<file path="src/icytm_pkg.sv">
// Shared constants and types for the isochronous cycle timer and monitor.
// Assumes one 50 MHz core clock and a 12-bit register address space.
package icytm_pkg;

  // Register offsets
  localparam logic [11:0] ICYTM_CFG_OFS  = 12'h008; // Configuration word
  localparam logic [11:0] ICYTM_CTL_OFS  = 12'h00C; // Control word
  localparam logic [11:0] ICYTM_STS_OFS  = 12'h010; // Event flags, W1C
  localparam logic [11:0] ICYTM_TIM_OFS  = 12'h014; // Cycle time, host view
  localparam logic [11:0] ICYTM_TIM2_OFS = 12'h200; // Cycle time, bus view

  // Field positions
  localparam int ICYTM_CFG_SRC_BIT = 21; // Cycle source select
  localparam int ICYTM_CTL_EN_BIT  = 0;  // Cycle timer enable
  localparam int ICYTM_CTL_MAS_BIT = 1;  // Cycle master select
  localparam int ICYTM_STS_CS_BIT  = 0;  // Cycle started
  localparam int ICYTM_STS_CL_BIT  = 1;  // Cycle lost
  localparam int ICYTM_STS_CD_BIT  = 2;  // Cycle done

  // Field widths and wrap points
  localparam int          ICYTM_OFF_W    = 12;
  localparam int          ICYTM_CYC_W    = 13;
  localparam int          ICYTM_SEC_W    = 7;
  localparam logic [11:0] ICYTM_OFF_LAST = 12'hBFF; // 3071
  localparam logic [12:0] ICYTM_CYC_LAST = 13'h1F3F; // 7999

  // Offset rate from the core clock, both in kHz
  localparam int ICYTM_CORE_KHZ = 50000;
  localparam int ICYTM_OFF_KHZ  = 24576;
  localparam logic [15:0] ICYTM_ACC_MOD = 16'(ICYTM_CORE_KHZ);
  localparam logic [15:0] ICYTM_ACC_INC = 16'(ICYTM_OFF_KHZ);

  // Packet code of a cycle-start packet
  localparam logic [3:0] ICYTM_TCODE_CS = 4'h8;

  // Reset values
  localparam logic [31:0] ICYTM_TIM_RST = 32'h0000_0000;
  localparam logic [2:0]  ICYTM_STS_RST = 3'h0;

  // Cycle time layout
  typedef struct packed {
    logic [ICYTM_SEC_W-1:0] sec;
    logic [ICYTM_CYC_W-1:0] cyc;
    logic [ICYTM_OFF_W-1:0] off;
  } icytm_time_t;

  // Register access request
  typedef struct packed {
    logic        wr;
    logic        rd;
    logic [11:0] addr;
    logic [31:0] wdata;
  } icytm_req_t;

  // Monitor states, Gray along wait -> iso -> done
  typedef enum logic [1:0] {
    ICYTM_MON_WAIT = 2'b00,
    ICYTM_MON_ISO  = 2'b01,
    ICYTM_MON_DONE = 2'b11
  } icytm_mon_t;

endpackage : icytm_pkg

</file>
<file path="src/icytm_edge_sync.sv">
// Two-flop synchroniser with rising-edge pulse output.
// Assumes an asynchronous level input and the core clock.
`timescale 1ns/1ps
`default_nettype none
module icytm_edge_sync (
  input  wire logic i_core_clk,
  input  wire logic i_nrst,
  input  wire logic i_async,
  output logic      o_rise
);
  logic meta_q;  // First stage, read only by sync_q
  logic sync_q;  // Second stage
  logic last_q;  // Previous synced level

  // Sync chain and edge history
  always_ff @(posedge i_core_clk) begin
    if (!i_nrst) begin
      meta_q <= 1'b0;
      sync_q <= 1'b0;
      last_q <= 1'b0;
      o_rise <= 1'b0;
    end else begin
      meta_q <= i_async;
      sync_q <= meta_q;
      last_q <= sync_q;
      o_rise <= sync_q & ~last_q;
    end
  end
endmodule : icytm_edge_sync
`default_nettype wire

</file>
<file path="src/icytm_core.sv">
// Isochronous cycle timer and cycle monitor of a serial-bus link.
// Assumes receiver, transmitter and host port on the 50 MHz core clock;
// only the external 8 kHz tick arrives from outside the clock domain.
//
// Functional notes
// - Low 12 bits count offset modulo 3072 with internal source
// - Next 13 bits count 125 us cycles
// - Top 7 bits count seconds
// - Timer readable at 200h and 14h
// - External tick bumps cycle, clears offset
// - Enable clear holds the timer stopped
// - Internal source advances offset at 24.576 MHz
// - Non-master loads timer from received cycle-start
// - Cycle-start sent as master or received as non-master sets started flag
// - Missing expected cycle-start sets lost flag
// - Isochronous period complete sets done flag
// - Master bit makes transmitter send cycle-starts
// - Cycle-start goes to timer as non-master, never to queue
`timescale 1ns/1ps
`default_nettype none
module icytm_core
  import icytm_pkg::*;
(
  input  wire logic        i_core_clk,
  input  wire logic        i_nrst,
  // Host register port
  input  wire logic        i_reg_wr,
  input  wire logic        i_reg_rd,
  input  wire logic [11:0] i_reg_addr,
  input  wire logic [31:0] i_reg_wdata,
  output logic      [31:0] o_reg_rdata,
  output logic             o_reg_ack,
  // External 8 kHz tick pin
  input  wire logic        i_external_cycle_tick_in,
  // Receiver side
  input  wire logic        i_rx_pkt_valid,
  input  wire logic [3:0]  i_rx_tcode,
  input  wire logic [31:0] i_rx_quad,
  output logic             o_general_receive_queue_push,
  output logic      [31:0] o_general_receive_queue_data,
  // Transmitter side
  input  wire logic        i_tx_cs_sent,
  input  wire logic        i_iso_gap,
  output logic             o_tx_cs_req,
  // Live timer and flags
  output logic      [31:0] o_cycle_time,
  output logic      [2:0]  o_cycle_flags
);

  // Request bundle
  icytm_req_t req;
  assign req = '{wr: i_reg_wr, rd: i_reg_rd, addr: i_reg_addr,
                 wdata: i_reg_wdata};

  // Registers
  icytm_time_t      tim_q, tim_d;   // Cycle time
  logic             src_q;          // Cycle source select
  logic             en_q;           // Cycle timer enable
  logic             mas_q;          // Cycle master select
  logic [2:0]       sts_q, sts_d;   // Sticky event flags
  logic [15:0]      acc_q, acc_d;   // Offset rate accumulator
  icytm_mon_t       mon_q, mon_d;   // Monitor state
  logic             req_q;          // Cycle-start request out
  logic             push_q;         // Queue push out
  logic [31:0]      qdat_q;         // Queue data out
  logic [31:0]      rdat_q;         // Read data out
  logic             ack_q;          // Access acknowledge

  // Decodes
  wire hit_cfg  = req.addr == ICYTM_CFG_OFS;
  wire hit_ctl  = req.addr == ICYTM_CTL_OFS;
  wire hit_sts  = req.addr == ICYTM_STS_OFS;
  wire hit_tim  = (req.addr == ICYTM_TIM_OFS) ||
                  (req.addr == ICYTM_TIM2_OFS);
  wire wr_tim   = req.wr & hit_tim;

  // External tick, synchronised to a one-cycle pulse
  logic tick_rise;
  icytm_edge_sync u_tick (
    .i_core_clk (i_core_clk),
    .i_nrst     (i_nrst),
    .i_async    (i_external_cycle_tick_in),
    .o_rise     (tick_rise)
  );

  // Fractional divider: 24.576 MHz enable out of 50 MHz
  wire [16:0] acc_sum = {1'b0, acc_q} + {1'b0, ICYTM_ACC_INC};
  wire        off_en  = en_q & (acc_sum >= {1'b0, ICYTM_ACC_MOD});
  always_comb begin
    if (!en_q)
      acc_d = acc_q;
    else if (off_en)
      acc_d = 16'(acc_sum - {1'b0, ICYTM_ACC_MOD});
    else
      acc_d = acc_sum[15:0];
  end

  // Received packet classification
  wire rx_cs    = i_rx_pkt_valid & (i_rx_tcode == ICYTM_TCODE_CS);
  wire rx_other = i_rx_pkt_valid & ~rx_cs;
  // Only a non-master follows the bus cycle master
  wire rx_load  = rx_cs & ~mas_q & en_q;

  // Cycle boundaries from each source
  wire off_wrap = off_en & ~src_q & (tim_q.off == ICYTM_OFF_LAST);
  wire ext_cyc  = en_q & src_q & tick_rise;
  wire cyc_step = off_wrap | ext_cyc;
  wire cyc_wrap = cyc_step & (tim_q.cyc == ICYTM_CYC_LAST);

  // Next cycle time
  always_comb begin
    tim_d = tim_q;
    if (wr_tim) begin
      // Host write of the whole word
      tim_d = icytm_time_t'(req.wdata);
    end else if (rx_load) begin
      // Take time and offset from the cycle-start quadlet
      tim_d = icytm_time_t'(i_rx_quad);
    end else if (!en_q) begin
      // Stopped
      tim_d = tim_q;
    end else if (ext_cyc) begin
      tim_d.off = '0;
    end else if (off_en) begin
      if (tim_q.off == ICYTM_OFF_LAST)
        // External mode parks at the last count until the tick
        tim_d.off = src_q ? ICYTM_OFF_LAST : '0;
      else
        tim_d.off = tim_q.off + 12'h001;
    end
    if (!wr_tim && !rx_load && cyc_step) begin
      if (cyc_wrap) begin
        tim_d.cyc = '0;
        tim_d.sec = tim_q.sec + 7'h01;
      end else begin
        tim_d.cyc = tim_q.cyc + 13'h0001;
      end
    end
  end

  // Cycle-start event, sent or received
  wire cs_seen = (i_tx_cs_sent & mas_q) | (rx_cs & ~mas_q);

  // Monitor: a boundary with no cycle-start since the last one is a loss
  wire lost_ev = cyc_step & (mon_q == ICYTM_MON_WAIT);
  wire done_ev = i_iso_gap & (mon_q == ICYTM_MON_ISO);
  always_comb begin
    case (mon_q)
      ICYTM_MON_WAIT: mon_d = cs_seen ? ICYTM_MON_ISO : ICYTM_MON_WAIT;
      ICYTM_MON_ISO:  mon_d = cyc_step ? ICYTM_MON_WAIT :
                              (done_ev ? ICYTM_MON_DONE : ICYTM_MON_ISO);
      ICYTM_MON_DONE: mon_d = cyc_step ? ICYTM_MON_WAIT : ICYTM_MON_DONE;
      default:        mon_d = ICYTM_MON_WAIT;
    endcase
    // A cycle-start in the boundary cycle still counts
    if (cs_seen)
      mon_d = ICYTM_MON_ISO;
    if (!en_q)
      mon_d = ICYTM_MON_ISO; // Disarmed while stopped
  end

  // Sticky flags: set wins over a host write-one clear
  wire [2:0] sts_set = {done_ev, lost_ev & en_q, cs_seen};
  wire [2:0] sts_clr = (req.wr & hit_sts) ? req.wdata[2:0] : 3'h0;
  assign sts_d = (sts_q & ~sts_clr) | sts_set;

  // Read mux
  wire [31:0] rd_mux =
      hit_tim ? tim_q :
      hit_cfg ? (32'h0000_0000 | (32'(src_q) << ICYTM_CFG_SRC_BIT)) :
      hit_ctl ? (32'h0000_0000 | (32'(en_q)  << ICYTM_CTL_EN_BIT) |
                                 (32'(mas_q) << ICYTM_CTL_MAS_BIT)) :
      hit_sts ? {29'h0000_0000, sts_q} :
      32'h0000_0000;

  // Control registers
  always_ff @(posedge i_core_clk) begin
    if (!i_nrst) begin
      src_q <= 1'b0;
      en_q  <= 1'b0;
      mas_q <= 1'b0;
    end else if (req.wr) begin
      if (hit_cfg)
        src_q <= req.wdata[ICYTM_CFG_SRC_BIT];
      if (hit_ctl) begin
        en_q  <= req.wdata[ICYTM_CTL_EN_BIT];
        mas_q <= req.wdata[ICYTM_CTL_MAS_BIT];
      end
    end
  end

  // Timer, divider, monitor and flags
  always_ff @(posedge i_core_clk) begin
    if (!i_nrst) begin
      tim_q <= icytm_time_t'(ICYTM_TIM_RST);
      acc_q <= 16'h0000;
      mon_q <= ICYTM_MON_ISO;
      sts_q <= ICYTM_STS_RST;
    end else begin
      tim_q <= tim_d;
      acc_q <= acc_d;
      mon_q <= mon_d;
      sts_q <= sts_d;
    end
  end

  // Transmitter request at each cycle boundary while master
  always_ff @(posedge i_core_clk) begin
    if (!i_nrst)
      req_q <= 1'b0;
    else
      req_q <= mas_q & cyc_step;
  end

  // Non cycle-start packets go on to the receive queue
  always_ff @(posedge i_core_clk) begin
    if (!i_nrst) begin
      push_q <= 1'b0;
      qdat_q <= 32'h0000_0000;
    end else begin
      push_q <= rx_other;
      qdat_q <= rx_other ? i_rx_quad : qdat_q;
    end
  end

  // Read data, one cycle after the strobe
  always_ff @(posedge i_core_clk) begin
    if (!i_nrst) begin
      rdat_q <= 32'h0000_0000;
      ack_q  <= 1'b0;
    end else begin
      ack_q  <= req.wr | req.rd;
      rdat_q <= req.rd ? rd_mux : rdat_q;
    end
  end

  // Outputs straight from flops
  assign o_reg_rdata                  = rdat_q;
  assign o_reg_ack                    = ack_q;
  assign o_general_receive_queue_push = push_q;
  assign o_general_receive_queue_data = qdat_q;
  assign o_tx_cs_req                  = req_q;
  assign o_cycle_time                 = tim_q;
  assign o_cycle_flags                = sts_q;

endmodule : icytm_core
`default_nettype wire

</file>
<file path="config.mk">
export PLATFORM = sky130hd
export DESIGN_NAME = icytm_core
export DESIGN_NICKNAME = d
export VERILOG_FILES = /design/src/icytm_pkg.sv /design/src/icytm_edge_sync.sv /design/src/icytm_core.sv
export SDC_FILE = /design/constraint.sdc
export NUM_CORES = 1
export LEC_CHECK = 0
export BUFFER_PORTS_ARGS = -buffer_cell sky130_fd_sc_hd__buf_2
export CORE_MARGIN = 2
export CORE_UTILIZATION = 49
export CTS_CLUSTER_SIZE = 10
export DETAILED_ROUTE_END_ITERATION = 8
export PLACE_DENSITY = 0.89
export SYNTH_ARGS = -nofsm -noshare
export SYNTH_HDL_FRONTEND = slang
export SYNTH_HIERARCHICAL = 1
export SYNTH_SLANG_ARGS = --single-unit
</file>
<file path="constraint.sdc">
create_clock -name i_core_clk -period 2.8 [get_ports i_core_clk]
set_clock_uncertainty 0.05 [all_clocks]
set_input_delay 0.14 -clock i_core_clk [delete_from_list [all_inputs] [get_ports i_core_clk]]
set_output_delay 0.14 -clock i_core_clk [all_outputs]
set_load 0.02 [all_outputs]
</file>
### After elaboration in Yosys (flattened, before gate mapping)

Index checks and enable logic that the tools add are counted.

* register bits: 127
* latch bits: 0
* bits in writable memories: 0
* bits in read-only memories: 0
* input bits: 88
* logic and storage cells: 98
* memories: 0

* add/sub/neg operators: 5
* $mul: 0
* div/mod/pow operators: 0
* order comparisons: 1
* equal/unequal tests: 10
* shift operators: 0
* muxes and demuxes: 20
* bitwise operators: 31
* reduce and logical (&&, ||, !) cells: 13

Operators by type and width (count)
* $mux 32: 3
* $mux 12: 5
* $eq 12x4->1 const B: 2
* $eq 12x5->1 const B: 2
* $mux 22: 1
* $mux 20: 1
* $and 1x1->1: 18
* $add 16x15->17 const B: 1
* $ge 17x16->1 const B: 1
* $mux 16: 1
* $sub 16x16->16 const B: 1
* $add 13x1->13 const B: 1
* $eq 13x13->1 const B: 1
* $mux 13: 1
* $add 12x1->12 const B: 1
* $eq 12x10->1 const B: 1
* $eq 12x12->1 const B: 1
* $mux 3: 3
* $add 7x1->7 const B: 1
* $mux 7: 1
* $mux 2: 3
* $not 1->1: 6
* $reduce_and 2->1: 3
* $reduce_bool 3->1: 2
* 15 further kinds: 19

### Longest topological paths before layout

* word-level depth: 10
* depth in mapped cells: 10
* mapped depth without buffers: 9

### Hierarchy

Netlist, hierarchy kept.

Modules (own cells, without submodules)
* icytm_core: times used 1, cells each 770, area each 5983.2 um^2, sequential area each 2382.3 um^2
* icytm_edge_sync: times used 1, cells each 8, area each 111.4 um^2, sequential area each 80.1 um^2

### Worst setup path before layout

OpenSTA, ideal clock, no wires.

* kind: register -> register
* start: register tim_q, in the netlist o_cycle_time[0]
* end: register tim_q, in the netlist o_cycle_time[24]
* setup time: 0.079 ns
* data arrival time: 2.342 ns
* slack: 0.328 ns
* stages on the path, launching flop included: 9
* buffers on the path: 0
* cells stage by stage: dfxtp_1 -> ha_1 -> nand2_1 -> or3_4 -> nor3_4 -> a21oi_2 -> or3_1 -> a211o_1 -> a22oi_1

* word-level cells in the longest chain between the ends: 6
* elaborated cells between the ends (all ways): 8
* classes of those cells: 1 x eq/ne; 2 x mux; 3 x bitwise; 2 x reduce/logical

Ends and longest elaborated chain
* from (decl): RTL line icytm_core.sv:56 `icytm_time_t tim_q, tim_d;`
* from (signal assigned): RTL line icytm_core.sv:195 `tim_q <= icytm_time_t'(ICYTM_TIM_RST);`
* from (signal assigned): RTL line icytm_core.sv:200 `tim_q <= tim_d;`
* $eq 12x12->1 *: RTL line icytm_core.sv:105 `wire off_wrap = off_en & ~src_q & (tim_q.off == ICYTM_OFF_LAST);`
* $and 1x1->1 *: RTL line icytm_core.sv:105
* $or 1x1->1 *: RTL line icytm_core.sv:107 `wire cyc_step = off_wrap | ext_cyc;`
* $and 1x1->1: RTL line icytm_core.sv:108 `wire cyc_wrap = cyc_step & (tim_q.cyc == ICYTM_CYC_LAST);`
* $mux 13: RTL line icytm_core.sv:132 `if (cyc_wrap) begin`
* $mux 20: RTL line icytm_core.sv:131 `if (!wr_tim && !rx_load && cyc_step) begin`

Every way passes the cells marked *; elsewhere a longest branch is shown, timed or not.
A chain may end at the register's enable or synchronous reset.

### Worst setup path after layout

* start: register acc_q[13]
* end: register tim_q, in the netlist o_cycle_time[25]

* word-level cells in the longest chain between the ends: 9
* elaborated cells between the ends (all ways): 10
* classes of those cells: 1 x add/sub; 1 x order compare; 2 x mux; 5 x bitwise; 1 x reduce/logical

Ends and longest elaborated chain
* from (decl): RTL line icytm_core.sv:61 `logic [15:0] acc_q, acc_d;`
* from (signal assigned): RTL line icytm_core.sv:196 `acc_q <= 16'h0000;`
* from (signal assigned): RTL line icytm_core.sv:201 `acc_q <= acc_d;`
* $add 16x15->17 *: RTL line icytm_core.sv:87 `wire [16:0] acc_sum = {1'b0, acc_q} + {1'b0, ICYTM_ACC_INC};`
* $ge 17x16->1 *: RTL line icytm_core.sv:88 `wire off_en = en_q & (acc_sum >= {1'b0, ICYTM_ACC_MOD});`
* $and 1x1->1 *: RTL line icytm_core.sv:88
* $and 1x1->1 * (2 in a row): RTL line icytm_core.sv:105
* $or 1x1->1 *: RTL line icytm_core.sv:107
* $and 1x1->1: RTL line icytm_core.sv:108
* $mux 7: RTL line icytm_core.sv:132
* $mux 20 *: RTL line icytm_core.sv:131

Marks and branches as above.

==> qor.yml <==
sta:
  setup_violations: 1
  hold_viol_final: 0
  fin_crit_sh: 1.01
  drv_slew: 0
  setup_slack_ns: -0.0172
  finalCriticalPeriod_ns: 2.82
  slew_headroom: 0.596
  worst_pin_slew_ns: 0.605
  fmaxAchievable_mhz: 355
flow_run:
  drv_cap: 0
placement:
  pre_cts_slack_ns: 0.0260
  place_congestion: 0.986
  portBuffers: 189
  dpl.cell_count: 1119
  dp_hpwl_mm: 14.4
  placed_cell_area_um2: 7300
synth:
  yosysWarnings: 6
  syn-num-nets: 874
  syn-instance-count: 778
  synth_enable_flop_cells: 0
  ys_async_sr_fraction: 0
  netlist_area_um2: 6090
  synth_area_leader_cell: "dfxtp_1"
  synth_top_cell_area_share: 0.404
  synth_flop_cell: "dfxtp_1"
  ys_seq_elements: 123
  netlist_top_cells_area: "dfxtp_1 (40%), nand2_1 (8.9%), a21oi_1 (7.7%), nand3_1 (5.1%), nand2b_1 (3.6%)"
  avgSynthCellArea_um2: 7.83
  yosysSeqAreaShare: 0.404
  synth.distinct_cells: 76
global_route:
  grt_max_degree: 54
  antenna_found_initial: 0
  grtUsageTotal: 0.314
  globalRouteOverflowTotal: 0
  grt_pass1_vias: 6592
  grt_pass1_wl_mm: 32.7
setup_path:
  critPathCaptureType: "flop"
  critPathRequiredTime_ns: 3.09
  rr_worst_depth: 9
  path_cells: "inv_1 -> ha_4 -> nor4bb_1 -> and4_2 -> a311o_2 -> a21o_2 -> nand3_1 -> and4_1 -> a211oi_2"
  r2r_slack_ns: -0.02
  timing.rr.end: "o_cycle_time[25]"
  cp.arrival_ns: 3.11
  rr_startpoint: "acc_q[13]"
  path_class: "flop to flop"
  cp_max_fo: 9
  slowest_delay_ns: 0.37
  start_kind: "flop"
  slowest_stage: "dfxtp_2"
finish:
  num_antenna_cells: 0
  fin_util: 0.696
  nNetsFinal: 1113
  area_growth_syn_to_layout_pct: 37.7
  drive_above_1_share: 0.268
  layout_common_cells: "buf_2 (189), nand2_1 (143), dfxtp_1 (122)"
  fillCellCount: 890
  stdcell_area_um2: 8390
  final_common_cell: "buf_2"
  finalNonFillerCells: 1198
clock_network:
  worstSkewPairLatency_ns: 0.43
  root_buffer: "clkbuf_16"
  tritoncts: "built"
  cts_setup_buffers: 0
  cts_buffers: 17
  clkSinkCount: 123
  clockBufferDepth: 2
  path_clk_slew_ns: 0.06
  htreeDepth: 4
floorplanning:
  core-area_um2: 12100
  ios: 190
  start_util: 0.505
  die_y_um: 116
  die-area_um2: 13300
  fp-row-count: 40
  die_w_um: 116
hold_path:
  hp-class: "input port to flop"
  hold_depth: 3
  hold_end: "o_cycle_time[8]"
  min-delay-start: "i_reg_wdata[8]"
power:
  power.leakage_nw: 3.56
  p_per_area_nw_per_um2: 515
  ir_drop_mv: 0.364
run_status:
  violations: "negative setup slack"
  status: "finished with violations"
detailed_routing:
  vias_per_cell: 5.85
  drtIter0Drc: 837
  wl_mm: 21.2
  post_drt_wl_per_cell_um: 17.7
  ant_nets: 0
  post-route-drc-count: 0
  vias: 7006
  dr.pass1.iters: 6
## through the flow
step	power [mW]	hold slack (ns)	TNS, ns
3_5_place_dp	2.12	0.312	0
2_1_floorplan	1.98	0.226	0
5_1_grt	4.45	0.00886	-0.260
4_1_cts	4.32	0.00402	0
6_report	4.32	0.0182	-0.0172
3_3_place_gp	2.12	0.311	0
## layout make-up
| type | instances | area, µm² | share of cell area |
|---|---|---|---|
| multi-input combinational | 595 | 3430 | 0.409 |
| sequential | 123 | 2460 | 0.294 |
| timing repair buffer | 267 | 1650 | 0.197 |
| clock buffer | 26 | 499 | 0.0595 |
| clock inverter | 6 | 85.1 | 0.0101 |
| inverter | 13 | 50.0 | 0.00596 |
| tap | 168 | 210 | 0.0250 |
## report_power, final
group          switching [mW]  internal (mW)  leakage [nW]
sequential             0.0169           1.79         0.999
clock                   0.768           1.40         0.281
combinational           0.201          0.146          2.28
## flip-flops by register name (all words and copies together) (netlist names), 2 cells and up
signal,flops
acc_q,12
mon_q,2
o_cycle_flags,3
o_cycle_time,32
o_general_receive_queue_data,32
o_reg_rdata,32
## Yosys cell counts (7+ instances only)
cell	count
a211oi_1	8
a21oi_1	94
and3_1	10
buf_1	7
clkbuf_1	34
dfxtp_1	123
ha_1	8
inv_1	12
nand2_1	144
nand2b_1	35
nand3_1	62
nand4_1	7
nor2_1	49
nor3_1	13
o211ai_1	20
o21ai_0	23
xnor2_1	16
xor2_1	9
## what timing repair did
item	in CTS	in global routing
hold buffers	47	0
endpoints found under the hold margin	47	0
endpoints found under the setup margin	0	12
resized for setup	0	6
## layer usage
metal  share of wire  track usage
met1            0.38        0.364
met2            0.46        0.512
met3            0.10       0.0941
met4           0.052        0.185
met5               0            0
## critical path, delay by kind of cell, from the launching register on
kind | cells | cell delay [ns]
adder cells (fa/ha/maj) | 1 | 0.27
flip-flops | 1 | 0.37
AND/OR/NAND/NOR | 4 | 1.32
buffers and inverters | 1 | 0.13
AO/OA/AOI/OAI | 3 | 0.59
## worst max-delay path by stage
stage / startpoint / to / cells after the start
detailed placement: acc_q[13] / o_cycle_time[22] / 9
CTS: acc_q[13] / o_cycle_time[22] / 9
floorplan: o_cycle_time[0] / o_cycle_time[24] / 8
finish: acc_q[13] / o_cycle_time[25] / 9
global placement: acc_q[13] / o_cycle_time[21] / 9
global route: acc_q[13] / o_cycle_time[25] / 9
## cells by family after synthesis
group / share of synthesized area
simple gates: 0.292
xor+xnor: 0.0359
flops: 0.404
buf+inv: 0.0404
compound gates: 0.208
mux: 0.00328
fa+ha+maj: 0.0164
Note: power is estimated with default switching activity, not from simulation.
